### config.mk
export PLATFORM = sky130hd
export DESIGN_NAME = pmcd_top
export DESIGN_NICKNAME = d
export VERILOG_FILES = /design/src/core/pmcd_clk_div.v /design/src/core/pmcd_wake_timer.v /design/src/core/pmcd_top.v
export VERILOG_INCLUDE_DIRS = /design/src /design/src/core
export SDC_FILE = /design/constraint.sdc
export NUM_CORES = 1
export LEC_CHECK = 0
export BUFFER_PORTS_ARGS = -buffer_cell sky130_fd_sc_hd__buf_2
export CAP_MARGIN = 20
export CELL_PAD_IN_SITES_DETAIL_PLACEMENT = 0
export CELL_PAD_IN_SITES_GLOBAL_PLACEMENT = 1
export CORE_AREA = 2 2 104 106
export DETAILED_ROUTE_END_ITERATION = 16
export DIE_AREA = 0 0 106 108
export PLACE_DENSITY_LB_ADDON = 0.12
export SLEW_MARGIN = 0
export SYNTH_ARGS = -nofsm -noshare
export SYNTH_HDL_FRONTEND = slang
export SYNTH_SLANG_ARGS = --single-unit
### constraint.sdc
create_clock -name sys_clk_i -period 3.3 [get_ports sys_clk_i]
set_input_delay 0.33 -clock sys_clk_i [delete_from_list [all_inputs] [get_ports sys_clk_i]]
set_output_delay 0.33 -clock sys_clk_i [all_outputs]
set_load 0.005 [all_outputs]
### src/core/pmcd_map.vh
// Register offsets, field positions, reset values and timing counts for the power/clock block
`ifndef PMCD_MAP_VH
`define PMCD_MAP_VH

// Register byte offsets on the Avalon-MM slave
`define PMCD_OFF_MEMMAP 8'h00
`define PMCD_OFF_PWRCTL 8'h04
`define PMCD_OFF_PERIPH_EN 8'h08
`define PMCD_OFF_DIVCTL 8'h0C
`define PMCD_OFF_RTCSEL 8'h10
`define PMCD_OFF_PLLCTL 8'h14
`define PMCD_OFF_STATUS 8'h18

// Field positions
`define PMCD_BIT_MAP_SRAM 0
`define PMCD_BIT_IDLE 0
`define PMCD_BIT_PDOWN 1
`define PMCD_BIT_RTC_EXT 0
`define PMCD_BIT_PLL_EN 0
`define PMCD_BIT_PLL_CONN 1

// Divider ratio codes
`define PMCD_DIV_QUARTER 2'h0
`define PMCD_DIV_FULL 2'h1
`define PMCD_DIV_HALF 2'h2

// Reset values
`define PMCD_RST_MEMMAP 1'h0
`define PMCD_RST_PWRCTL 2'h0
`define PMCD_RST_PERIPH_EN 8'hFF
`define PMCD_RST_DIVCTL 2'h0
`define PMCD_RST_RTCSEL 1'h0
`define PMCD_RST_PLLCTL 2'h0

// Vector remap window and memory bases
`define PMCD_VEC_LIMIT 32'h0000_0040
`define PMCD_FLASH_BASE 32'h0000_0000
`define PMCD_SRAM_BASE 32'h4000_0000

// Oscillator settling count, in sys_clk cycles
`define PMCD_WAKE_CYCLES 16'h0800

`endif

### src/core/pmcd_clk_div.v
// Peripheral-bus clock enable divider: full, half or quarter rate
`timescale 1ns/100ps
`default_nettype none
`include "pmcd_map.vh"
module pmcd_clk_div (
  input wire sys_clk_i,
  input wire rst_b_i,
  input wire [1:0] ratio_i,
  input wire run_i,
  output reg tick_o
);
  reg [1:0] cnt_q;

  // Free counter; tick chosen from ratio so a ratio change takes effect at once
  always @(posedge sys_clk_i or negedge rst_b_i) begin
    if (!rst_b_i) begin
      cnt_q <= 2'h0;
      tick_o <= 1'b0;
    end else if (!run_i) begin
      tick_o <= 1'b0; // No peripheral ticks while clocks are gated
    end else begin
      cnt_q <= cnt_q + 2'h1;
      case (ratio_i)
        `PMCD_DIV_FULL: tick_o <= 1'b1;
        `PMCD_DIV_HALF: tick_o <= cnt_q[0];
        default: tick_o <= (cnt_q == 2'h3); // Quarter, also reset default
      endcase
    end
  end
endmodule
`default_nettype wire

### src/core/pmcd_wake_timer.v
// Wake-up timer: holds execution until the restarted oscillator has settled
`timescale 1ns/100ps
`default_nettype none
`include "pmcd_map.vh"
module pmcd_wake_timer #(
  parameter [15:0] WAKE_CYCLES = `PMCD_WAKE_CYCLES
) (
  input wire sys_clk_i,
  input wire rst_b_i,
  input wire start_i,
  output reg busy_o
);
  reg [15:0] cnt_q;

  // Starts busy out of reset, since reset also restarts the oscillator
  always @(posedge sys_clk_i or negedge rst_b_i) begin
    if (!rst_b_i) begin
      cnt_q <= 16'h0000;
      busy_o <= 1'b1;
    end else if (start_i) begin
      cnt_q <= 16'h0000;
      busy_o <= 1'b1;
    end else if (busy_o) begin
      if (cnt_q == WAKE_CYCLES - 16'h0001) begin
        busy_o <= 1'b0;
      end else begin
        cnt_q <= cnt_q + 16'h0001;
      end
    end
  end
endmodule
`default_nettype wire

### src/core/pmcd_top.v
// Power mode, clock gating, vector remap and peripheral clock divider control
`timescale 1ns/100ps
`default_nettype none
`include "pmcd_map.vh"
module pmcd_top #(
  parameter [15:0] WAKE_CYCLES = `PMCD_WAKE_CYCLES
) (
  input wire sys_clk_i,
  input wire rst_b_i,
  input wire [7:0] avs_address_i,
  input wire avs_read_i,
  input wire avs_write_i,
  input wire [31:0] avs_writedata_i,
  output reg [31:0] avs_readdata_o,
  output reg avs_waitrequest_o,
  input wire [31:0] fetch_addr_i,
  output reg [31:0] mapped_addr_o,
  input wire periph_irq_i,
  input wire ext_wake_i,
  input wire pll_lock_i,
  output reg cpu_clk_en_o,
  output reg bus_clk_en_o,
  output reg osc_en_o,
  output reg pll_en_o,
  output reg cpu_clk_from_pll_o,
  output reg [7:0] periph_clk_en_o,
  output reg rtc_clk_ext_o,
  output reg rtc_clk_en_o,
  output reg pin_hold_o,
  output reg retain_o
);
  // Power states
  localparam [1:0] ST_RUN = 2'h0;
  localparam [1:0] ST_IDLE = 2'h1;
  localparam [1:0] ST_PDOWN = 2'h2;
  localparam [1:0] ST_WAKE = 2'h3;

  reg [1:0] state_q;
  reg [1:0] state_d;
  reg map_sram_q;
  reg [1:0] pwrctl_q;
  reg [7:0] periph_en_q;
  reg [1:0] divctl_q;
  reg rtc_ext_q;
  reg [1:0] pllctl_q;
  reg ext_wake_meta_q;
  reg ext_wake_q;
  reg lock_meta_q;
  reg lock_q;
  reg [31:0] rd_val;
  wire wr_take;
  wire pclk_tick;
  wire wake_busy;
  wire wake_start;
  wire in_pdown;
  wire leave_low_power;

  // Pin-side inputs pass two flops before use
  always @(posedge sys_clk_i or negedge rst_b_i) begin
    if (!rst_b_i) begin
      ext_wake_meta_q <= 1'b0;
      ext_wake_q <= 1'b0;
      lock_meta_q <= 1'b0;
      lock_q <= 1'b0;
    end else begin
      ext_wake_meta_q <= ext_wake_i;
      ext_wake_q <= ext_wake_meta_q;
      lock_meta_q <= pll_lock_i;
      lock_q <= lock_meta_q;
    end
  end

  // Bus write lands only at the edge that sees waitrequest low
  assign wr_take = avs_write_i & ~avs_waitrequest_o;

  assign in_pdown = (state_q == ST_PDOWN);
  assign wake_start = (state_q == ST_PDOWN) && ext_wake_q;
  assign leave_low_power = (state_q == ST_IDLE && (periph_irq_i || ext_wake_q)) ||
                           (state_q == ST_WAKE && !wake_busy);

  // Power state sequencing
  always @* begin
    state_d = state_q;
    case (state_q)
      ST_RUN: begin
        if (pwrctl_q[`PMCD_BIT_PDOWN]) begin
          state_d = ST_PDOWN;
        end else if (pwrctl_q[`PMCD_BIT_IDLE]) begin
          state_d = ST_IDLE;
        end
      end
      ST_IDLE: begin
        if (periph_irq_i || ext_wake_q) begin
          state_d = ST_RUN;
        end
      end
      ST_PDOWN: begin
        // Only a clockless source is trusted here; peripherals are frozen
        if (ext_wake_q) begin
          state_d = ST_WAKE;
        end
      end
      ST_WAKE: begin
        if (!wake_busy) begin
          state_d = ST_RUN;
        end
      end
      default: state_d = ST_WAKE;
    endcase
  end

  // Reset enters through the wake-up timer as well
  always @(posedge sys_clk_i or negedge rst_b_i) begin
    if (!rst_b_i) begin
      state_q <= ST_WAKE;
    end else begin
      state_q <= state_d;
    end
  end

  // Software-writable registers
  always @(posedge sys_clk_i or negedge rst_b_i) begin
    if (!rst_b_i) begin
      map_sram_q <= `PMCD_RST_MEMMAP;
      pwrctl_q <= `PMCD_RST_PWRCTL;
      periph_en_q <= `PMCD_RST_PERIPH_EN;
      divctl_q <= `PMCD_RST_DIVCTL;
      rtc_ext_q <= `PMCD_RST_RTCSEL;
      pllctl_q <= `PMCD_RST_PLLCTL;
    end else begin
      // Wake clears the mode request so the core does not fall back asleep
      if (leave_low_power) begin
        pwrctl_q <= 2'h0;
      end else if (wr_take && avs_address_i == `PMCD_OFF_PWRCTL) begin
        pwrctl_q <= avs_writedata_i[1:0];
      end
      if (wr_take) begin
        case (avs_address_i)
          `PMCD_OFF_MEMMAP: map_sram_q <= avs_writedata_i[`PMCD_BIT_MAP_SRAM];
          `PMCD_OFF_PERIPH_EN: periph_en_q <= avs_writedata_i[7:0];
          `PMCD_OFF_DIVCTL: divctl_q <= avs_writedata_i[1:0];
          `PMCD_OFF_RTCSEL: rtc_ext_q <= avs_writedata_i[`PMCD_BIT_RTC_EXT];
          `PMCD_OFF_PLLCTL: pllctl_q <= avs_writedata_i[1:0];
          default: ;
        endcase
      end
    end
  end

  // Read mux; unmapped offsets read as zero
  always @* begin
    rd_val = 32'h0000_0000;
    case (avs_address_i)
      `PMCD_OFF_MEMMAP: rd_val[0] = map_sram_q;
      `PMCD_OFF_PWRCTL: rd_val[1:0] = pwrctl_q;
      `PMCD_OFF_PERIPH_EN: rd_val[7:0] = periph_en_q;
      `PMCD_OFF_DIVCTL: rd_val[1:0] = divctl_q;
      `PMCD_OFF_RTCSEL: rd_val[0] = rtc_ext_q;
      `PMCD_OFF_PLLCTL: rd_val[1:0] = pllctl_q;
      `PMCD_OFF_STATUS: rd_val[4:0] = {cpu_clk_from_pll_o, lock_q, wake_busy, state_q};
      default: rd_val = 32'h0000_0000;
    endcase
  end

  // One wait cycle, then a single low cycle with data standing
  always @(posedge sys_clk_i or negedge rst_b_i) begin
    if (!rst_b_i) begin
      avs_waitrequest_o <= 1'b1;
      avs_readdata_o <= 32'h0000_0000;
    end else if (avs_waitrequest_o && (avs_read_i || avs_write_i)) begin
      avs_waitrequest_o <= 1'b0;
      avs_readdata_o <= avs_read_i ? rd_val : 32'h0000_0000;
    end else begin
      avs_waitrequest_o <= 1'b1;
    end
  end

  // Peripheral clock divider, stopped only by power-down
  pmcd_clk_div u_div (
    .sys_clk_i(sys_clk_i),
    .rst_b_i(rst_b_i),
    .ratio_i(divctl_q),
    .run_i(~in_pdown),
    .tick_o(pclk_tick)
  );

  // Oscillator settling timer
  pmcd_wake_timer #(
    .WAKE_CYCLES(WAKE_CYCLES)
  ) u_wake (
    .sys_clk_i(sys_clk_i),
    .rst_b_i(rst_b_i),
    .start_i(wake_start),
    .busy_o(wake_busy)
  );

  // Vector fetches below the limit go to flash or SRAM; a one-cycle lookup
  always @(posedge sys_clk_i or negedge rst_b_i) begin
    if (!rst_b_i) begin
      mapped_addr_o <= 32'h0000_0000;
    end else if (fetch_addr_i < `PMCD_VEC_LIMIT) begin
      mapped_addr_o <= (map_sram_q ? `PMCD_SRAM_BASE : `PMCD_FLASH_BASE) | fetch_addr_i;
    end else begin
      mapped_addr_o <= fetch_addr_i;
    end
  end

  // Core, bus, oscillator and PLL gating from the power state
  always @(posedge sys_clk_i or negedge rst_b_i) begin
    if (!rst_b_i) begin
      cpu_clk_en_o <= 1'b0;
      bus_clk_en_o <= 1'b0;
      osc_en_o <= 1'b1;
      pll_en_o <= 1'b0;
      cpu_clk_from_pll_o <= 1'b0;
      pin_hold_o <= 1'b0;
      retain_o <= 1'b0;
    end else begin
      // Core and buses only run in the run state
      cpu_clk_en_o <= (state_d == ST_RUN);
      bus_clk_en_o <= (state_d == ST_RUN);
      osc_en_o <= (state_d != ST_PDOWN);
      // Idle leaves the PLL alone since the divider feeds from it
      pll_en_o <= pllctl_q[`PMCD_BIT_PLL_EN] && (state_d != ST_PDOWN);
      // Switch to the PLL only once it reports lock
      cpu_clk_from_pll_o <= pllctl_q[`PMCD_BIT_PLL_EN] && pllctl_q[`PMCD_BIT_PLL_CONN] &&
                            lock_q && (state_d != ST_PDOWN);
      pin_hold_o <= (state_d == ST_PDOWN);
      retain_o <= (state_d == ST_PDOWN);
    end
  end

  // Per-peripheral enables, one flop per peripheral
  genvar gi;
  generate
    for (gi = 0; gi < 8; gi = gi + 1) begin : g_pclk
      always @(posedge sys_clk_i or negedge rst_b_i) begin
        if (!rst_b_i) begin
          periph_clk_en_o[gi] <= 1'b0;
        end else begin
          periph_clk_en_o[gi] <= pclk_tick & periph_en_q[gi] & (state_d != ST_PDOWN);
        end
      end
    end
  endgenerate

  // RTC keeps ticking in power-down only on the external low-rate clock
  always @(posedge sys_clk_i or negedge rst_b_i) begin
    if (!rst_b_i) begin
      rtc_clk_ext_o <= 1'b0;
      rtc_clk_en_o <= 1'b0;
    end else begin
      rtc_clk_ext_o <= rtc_ext_q;
      rtc_clk_en_o <= rtc_ext_q | (pclk_tick & (state_d != ST_PDOWN));
    end
  end
endmodule
`default_nettype wire

==> impl_metrics.yaml, run 1 <==
run_status:
  status: "complete, no violations"
timing:
  worst-slew-pin-transition_ns: 0.6953
  finalSetupTns_ns: 0
  hold_viol: 0
  fmax_ghz: 0.4656
  slew_headroom: 0.5360
  rsz0062_at_grt: "no"
  skew_ns: 0.01976
  setup_viol: 0
  final.period_utilization: 0.6509
  slew_viol_final: 0
  period_needed_ns: 2.148
yosys:
  mappedNetlistArea_sq_um: 4056
  syn_area_per_cell_sq_um: 12.52
  yosys.area_share.simple: 0.1521
  synth.mux.area_fraction: 0.07495
  synth_compound_area_frac: 0.08236
  synth_top_family_by_area: "simple AND/OR/NAND/NOR gates"
  synthXorXnorAreaFrac: 0.002159
  synthAdderAreaFrac: 0.01234
  syn_inst: 324
  synth_seq_area_share: 0.6086
  yosys_warnings: 0
  synth_ff_type: "dfrtp_1"
  yosys.cell_types.count: 56
  synth-async-reset-ratio: 1.000
  synth_edf_count: 0
  synth-seq-cells: 98
place:
  numPlacedInstances: 562
  gp_congestion: 0.7310
  dp_hpwl_mm: 5.877
  port_buffers: 112
grt:
  overflow: 0
  grt_pass1_wl_mm: 13.62
  grt_pass1_vias: 2774
  grt_max_degree: 87
  antenna_found_initial: 1
  grt_use_total: 0.1509
cells_and_area:
  final_nets: 522
  syn_to_final_growth_pct: 19.56
  n_antenna_cell: 0
  final_cells: 580
  utilization: 0.4740
  drive_gt1_frac: 0.3919
worst_setup_path:
  critical_path.max_fanout: 16
  required_ns: 3.60
  rr_endpoint: "u_wake.busy_o"
  reg2reg_depth: 4
  r2r_slack_ns: 1.15
  critPathKind: "reg2reg"
  startpoint_type: "flip-flop"
  worstReg2RegStart: "u_wake.cnt_q[11]"
  end_kind: "flip-flop"
  crit_arrival_ns: 2.44
clock_network:
  cts_sinks: 98
  post_cts_buffers: 0
  cts_root_buf: "clkbuf_8"
  cts_tree: "built"
  ctsHoldBuffers: 0
  insertion_delay_ns: 0.36
  clk_path_buf_depth: 2
  htreeDepth: 3
  cts_made_buffers: 9
  ctsResizeCount: 0
  path_clk_slew_ns: 0.10
floorplanning:
  die-height_um: 108
  core_sq_um: 10230
  io_pins: 161
  die_width_um: 106
  initial_core_util: 0.3965
  rows: 37
  dieArea_sq_um: 11450
power:
  p_leak_nw: 2.391
  irDropWorstVdd_uv: 258.2
  p_per_area_nw_per_um2: 514.9
drt:
  drc: 0
  ant_nets: 0
  vias: 2847
  vias_per_cell: 4.909
  routed_wl_mm: 8.275
  dr.pass1.iters: 4
  avgRoutedWirePerCell_um: 14.27
  drt-initial-drc-count: 134
worst_hold_path:
  hold_path_class: "in2reg"
  hold-path-endpoint: "mapped_addr_o[4]"
  holdCritStartpoint: "fetch_addr_i[4]"
  min_path_cells: 1
flow_run:
  timing.max_cap.violations: 0
[stage by stage]
step                      instance area (sq um)  power, W  worst slack (ns)  hold WS [ns]
after floorplan                            4143  0.001656             1.426       0.03441
after global placement                     4632  0.001792             1.172        0.3361
after detailed placement                   4632  0.001803             1.156        0.3358
after CTS                                  4812  0.002536             1.157       0.04347
after global routing                       4850  0.002649             1.032       0.04200
final                                      4850  0.002497             1.152       0.06673
[critical path: stages, from the launching register on]
cell and delay (ns):
dfrtp_1 0.45, or4_4 0.56, nor3b_4 0.61, a21boi_2 0.17, or2_2 0.30
[layer usage]
metal,vias to the layer above,global-route usage,part of all wire
met1,1389,0.2017,0.46
met4,0,0.04605,0.0091
met2,101,0.2336,0.45
met5,-,0,0
li1,1352,-,-
met3,5,0.05244,0.076
[synth_stat cells (4+ instances only)]
library cell / count / share of area
nand2_1: 26 / 0.024
and3_1: 5 / 0.0077
mux2i_1: 9 / 0.022
nor4_1: 7 / 0.011
o21ai_0: 8 / 0.0099
dfstp_2: 13 / 0.084
nand4_1: 10 / 0.015
nand3_1: 4 / 0.0049
nor2b_1: 4 / 0.0062
o21ai_1: 5 / 0.0062
nor2_1: 7 / 0.0065
inv_1: 5 / 0.0046
a21oi_1: 13 / 0.016
mux2_2: 17 / 0.047
dfrtp_1: 85 / 0.52
ha_1: 4 / 0.012
buf_4: 28 / 0.052
a22o_1: 4 / 0.0086
and2_1: 13 / 0.020
[placed cells by master, fill, tap and decap left out, types with 4 or more instances in the layout]
cell and n:
nor4_1 7, buf_2 111, mux2_2 17, o21ai_1 5, a21oi_1 13, nand3_1 4, a22o_1 4, nor2_1 7
nand4_1 10, clkbuf_8 9, nor2b_1 4, and2_1 13, ha_1 4, nand2_1 26, dfrtp_1 85, conb_1 24
mux2i_1 9, dfstp_2 13, inv_1 5, and3_1 5, o21ai_0 8
[logic make-up (layout without fill, tap and decap cells)]
group	after synthesis	count (layout)
AND/OR/NAND/NOR	105	105
flip-flops	98	98
AO/OA/AOI/OAI	49	49
buffers and inverters	39	136
multiplexers	27	27
adder cells (fa/ha/maj)	4	4
other	1	24
XOR/XNOR	1	1
[flip-flops by register name, summed over array words and instances (netlist names), 2 cells and up]
name	count
avs_readdata_o	8
divctl_q	2
mapped_addr_o	32
periph_clk_en_o	8
periph_en_q	8
pllctl_q	2
pwrctl_q	2
state_q	2
u_div.cnt_q	2
u_wake.cnt_q	16
[final cells by class]
class	count	area, sq um
clock buffers	9	123.9
clock inverters	7	56.30
fillers	974	5381
inverters	5	18.77
multi-input cells	210	1404
flip-flops and latches	98	2469
well taps	136	170.2
repair buffers	115	608.1
[worst max-delay path by stage]
stage | start | endpoint | slack (ns) | depth (start not counted)
final | u_wake.cnt_q[11] | u_wake.busy_o | 1.15 | 4
after global routing | u_wake.cnt_q[11] | u_wake.busy_o | 1.03 | 4
after CTS | u_wake.cnt_q[11] | u_wake.busy_o | 1.16 | 4
after detailed placement | u_wake.cnt_q[11] | u_wake.busy_o | 1.16 | 4
after global placement | u_wake.cnt_q[11] | u_wake.busy_o | 1.17 | 4
after floorplan | u_wake.cnt_q[0] | u_wake.cnt_q[15] | 1.43 | 5
[power breakdown]
group	leakage (nW)	internal (W)	total (W)	switching (W)
logic	1.07	0.000171	0.000365	0.000194
registers	1.22	0.00132	0.00141	0.0000897
clock network	0.0963	0.000287	0.000723	0.000436
total	2.39	0.00178	0.00250	0.000720
(Power assumes the default switching activity.)
==> inputs of run 2 (changes only) <==
--- a/config.mk
+++ b/config.mk
@@ -10,9 +10,9 @@
 export CAP_MARGIN = 20
 export CELL_PAD_IN_SITES_DETAIL_PLACEMENT = 0
 export CELL_PAD_IN_SITES_GLOBAL_PLACEMENT = 1
-export CORE_AREA = 2 2 104 106
+export CORE_AREA = 2 2 108 110
 export DETAILED_ROUTE_END_ITERATION = 16
-export DIE_AREA = 0 0 106 108
+export DIE_AREA = 0 0 110 112
 export PLACE_DENSITY_LB_ADDON = 0.12
 export SLEW_MARGIN = 0
 export SYNTH_ARGS = -nofsm -noshare
==> constraint.sdc (replaced) <==
create_clock -name sys_clk_i -period 2.2 [get_ports sys_clk_i]
set_input_delay 0.22 -clock sys_clk_i [delete_from_list [all_inputs] [get_ports sys_clk_i]]
set_output_delay 0.22 -clock sys_clk_i [all_outputs]
set_load 0.005 [all_outputs]
==> run 2 against run 1 <==
  * Combinational power rose by 80%
  * Largest power group unchanged
  * Cell area rose by 11%
  * Setup slack lost 1.0 ns
  * Critical path depth is 2 higher
  * Largest cell class unchanged
  * Sequential share of layout area down 4.9 points
  * Utilization increased by 0.66 points
  * Die area rose by 7.6%
==> impl_metrics.yaml, run 2 (synthesized netlist as in run 1, its figures left out) <==
drt:
  dr.pass1.iters: 4
  drt-initial-drc-count: 95
  avgRoutedWirePerCell_um: 14.56
  vias: 2967
  routed_wl_mm: 9.142
  vias_per_cell: 4.725
  ant_nets: 0
  drc: 0
cells_and_area:
  fillers: 1062
  final_nets: 563
  final_cell_mix: "buf_2 (111), dfrtp_1 (85), dlygate4sd3_1 (34)"
  layout_commonest_cell: "buf_2"
  finalInstanceArea_sq_um: 5370
  drive_gt1_frac: 0.3753
  n_antenna_cell: 0
  regMostFlops: "mapped_addr_o"
  largest_register_ffs: 32
  top_regs: "mapped_addr_o: 32 flops, u_wake.cnt_q: 16 flops"
  syn_to_final_growth_pct: 32.39
timing:
  final.period_utilization: 0.9526
  rsz0062_at_grt: "no"
  skew_ns: 0.006211
  fmax_ghz: 0.4772
  slew_viol_final: 0
  worst-slew-pin-transition_ns: 0.7667
  whs_ns: 0.05737
  setup_viol: 0
  slew_headroom: 0.4855
  hold_viol: 0
  period_needed_ns: 2.096
  finalSetupTns_ns: 0
place:
  gp_congestion: 0.7786
  dpl_cell_area_sq_um: 4706
  dp_hpwl_mm: 6.310
  port_buffers: 112
clock_network:
  htreeDepth: 3
  cts_tree: "built"
  path_clk_slew_ns: 0.07
  cts_sinks: 98
  cts_made_buffers: 9
  cts_root_buf: "clkbuf_16"
  clk_path_buf_depth: 2
  insertion_delay_ns: 0.35
power:
  clkPwrFrac: 0.362
  p_comb_frac: 0.152
  pwr-share-seq: 0.486
  p_per_area_nw_per_um2: 803.8
  p_switching_w: 0.001126
  p_int_w: 0.003190
  sw_frac_of_total: 0.2609
  p_leak_nw: 2.616
  irDropWorstVdd_uv: 519.8
worst_setup_path:
  path_delay_family: "simple AND/OR/NAND/NOR gates"
  critical_path.max_fanout: 16
  startpoint_type: "flip-flop"
  path_cells: "ha_2, and4_2, nor3b_4, buf_12, or4_2, a21oi_1"
  critPathKind: "reg2reg"
  slowest_delay_ns: 0.64
  crit_buf_inv: 1
  required_ns: 2.47
  crit_arrival_ns: 2.36
  crit_slowest_cell: "or4_2"
  end_kind: "flip-flop"
floorplanning:
  die-height_um: 112
  dieArea_sq_um: 12320
  die_width_um: 110
  rows: 39
  core_sq_um: 11170
  initial_core_util: 0.3630
  io_pins: 161
grt:
  grt_pass1_wl_mm: 14.99
  grt_max_degree: 45
  overflow: 0
  antenna_found_initial: 0
  grt_pass1_vias: 2987
  grt_use_total: 0.1614
flow_run:
  timing.max_cap.violations: 0
run_status:
  status: "complete, no violations"
worst_hold_path:
  hold_path_class: "in2reg"
-- run 2: cell count changes in the layout (fill, tap and decap cells not counted), sizes merged --
cell         change
bufinv           +1
clkbuf           +1
clkinvlp         +1
inv              -2
dlygate4sd3     +33
buf              +8
clkinv           -1
-- run 2: power by group through the flow --
stage	Combinational, W	Sequential [W]	Clock (W)
2_1_floorplan	0.000379	0.00211	0
3_3_place_gp	0.000605	0.00212	0
3_5_place_dp	0.000623	0.00213	0
4_1_cts	0.000668	0.00210	0.00163
5_1_grt	0.000757	0.00212	0.00170
6_report	0.000656	0.00210	0.00156
-- run 2: final timing paths --
kind,from,end,slack [ns],depth (start not counted)
max in group asynchronous,rst_b_i,u_wake.busy_o,1.13,3
hold / removal,fetch_addr_i[30],mapped_addr_o[30],0.06,2
min in group asynchronous,rst_b_i,u_wake.cnt_q[9],0.35,2
hold reg to reg,lock_meta_q,lock_q,0.35,0
setup reg to reg,u_wake.cnt_q[0],u_wake.cnt_q[15],0.10,6
setup / recovery,u_wake.cnt_q[0],u_wake.cnt_q[15],0.10,6
-- run 2: worst register-to-register path: stages (launching register included) --
cell,delay (ns)
dfrtp_1,0.43
ha_2,0.22
and4_2,0.27
nor3b_4,0.17
buf_12,0.15
or4_2,0.64
a21oi_1,0.16
-- run 2: per-stage QoR --
| stage | instances | power (W) | util | worst slack [ns] |
|---|---|---|---|---|
| final | 628 | 0.004317 | 0.4806 | 0.1043 |
| after floorplan | 347 | 0.002484 | - | 0.3262 |
| after global routing | 628 | 0.004582 | 0.4806 | 0.02907 |
| after detailed placement | 576 | 0.002750 | 0.4211 | 0.06880 |
| after CTS | 626 | 0.004397 | 0.4779 | 0.03075 |
| after global placement | 576 | 0.002727 | 0.4211 | 0.07888 |
-- run 2: per-layer routing --
metal,GRT usage,wire (um),vias to the layer above
met2,0.2360,4344,82
met1,0.2210,4116,1454
li1,-,-,1422
met3,0.05269,535,9
met4,0.06414,145,0
met5,0,0,-
-- run 2: area by class of cell --
cell class                      instances  area (sq um)  area share
Sequential cell                        98          2469      0.4597
Multi-Input combinational cell        210          1406      0.2619
Timing Repair Buffer                  156          1003      0.1869
Clock buffer                           10         229.0     0.04264
Tap cell                              143         178.9     0.03332
Clock inverter                          6         65.06     0.01212
Inverter                                5         18.77    0.003495
-- run 2: repair_timing --
item,in CTS,in global routing
endpoints found under the hold margin,63,0
hold buffers,34,0
resized for setup,0,1
setup endpoints to repair,0,1
buffers inserted,0,2
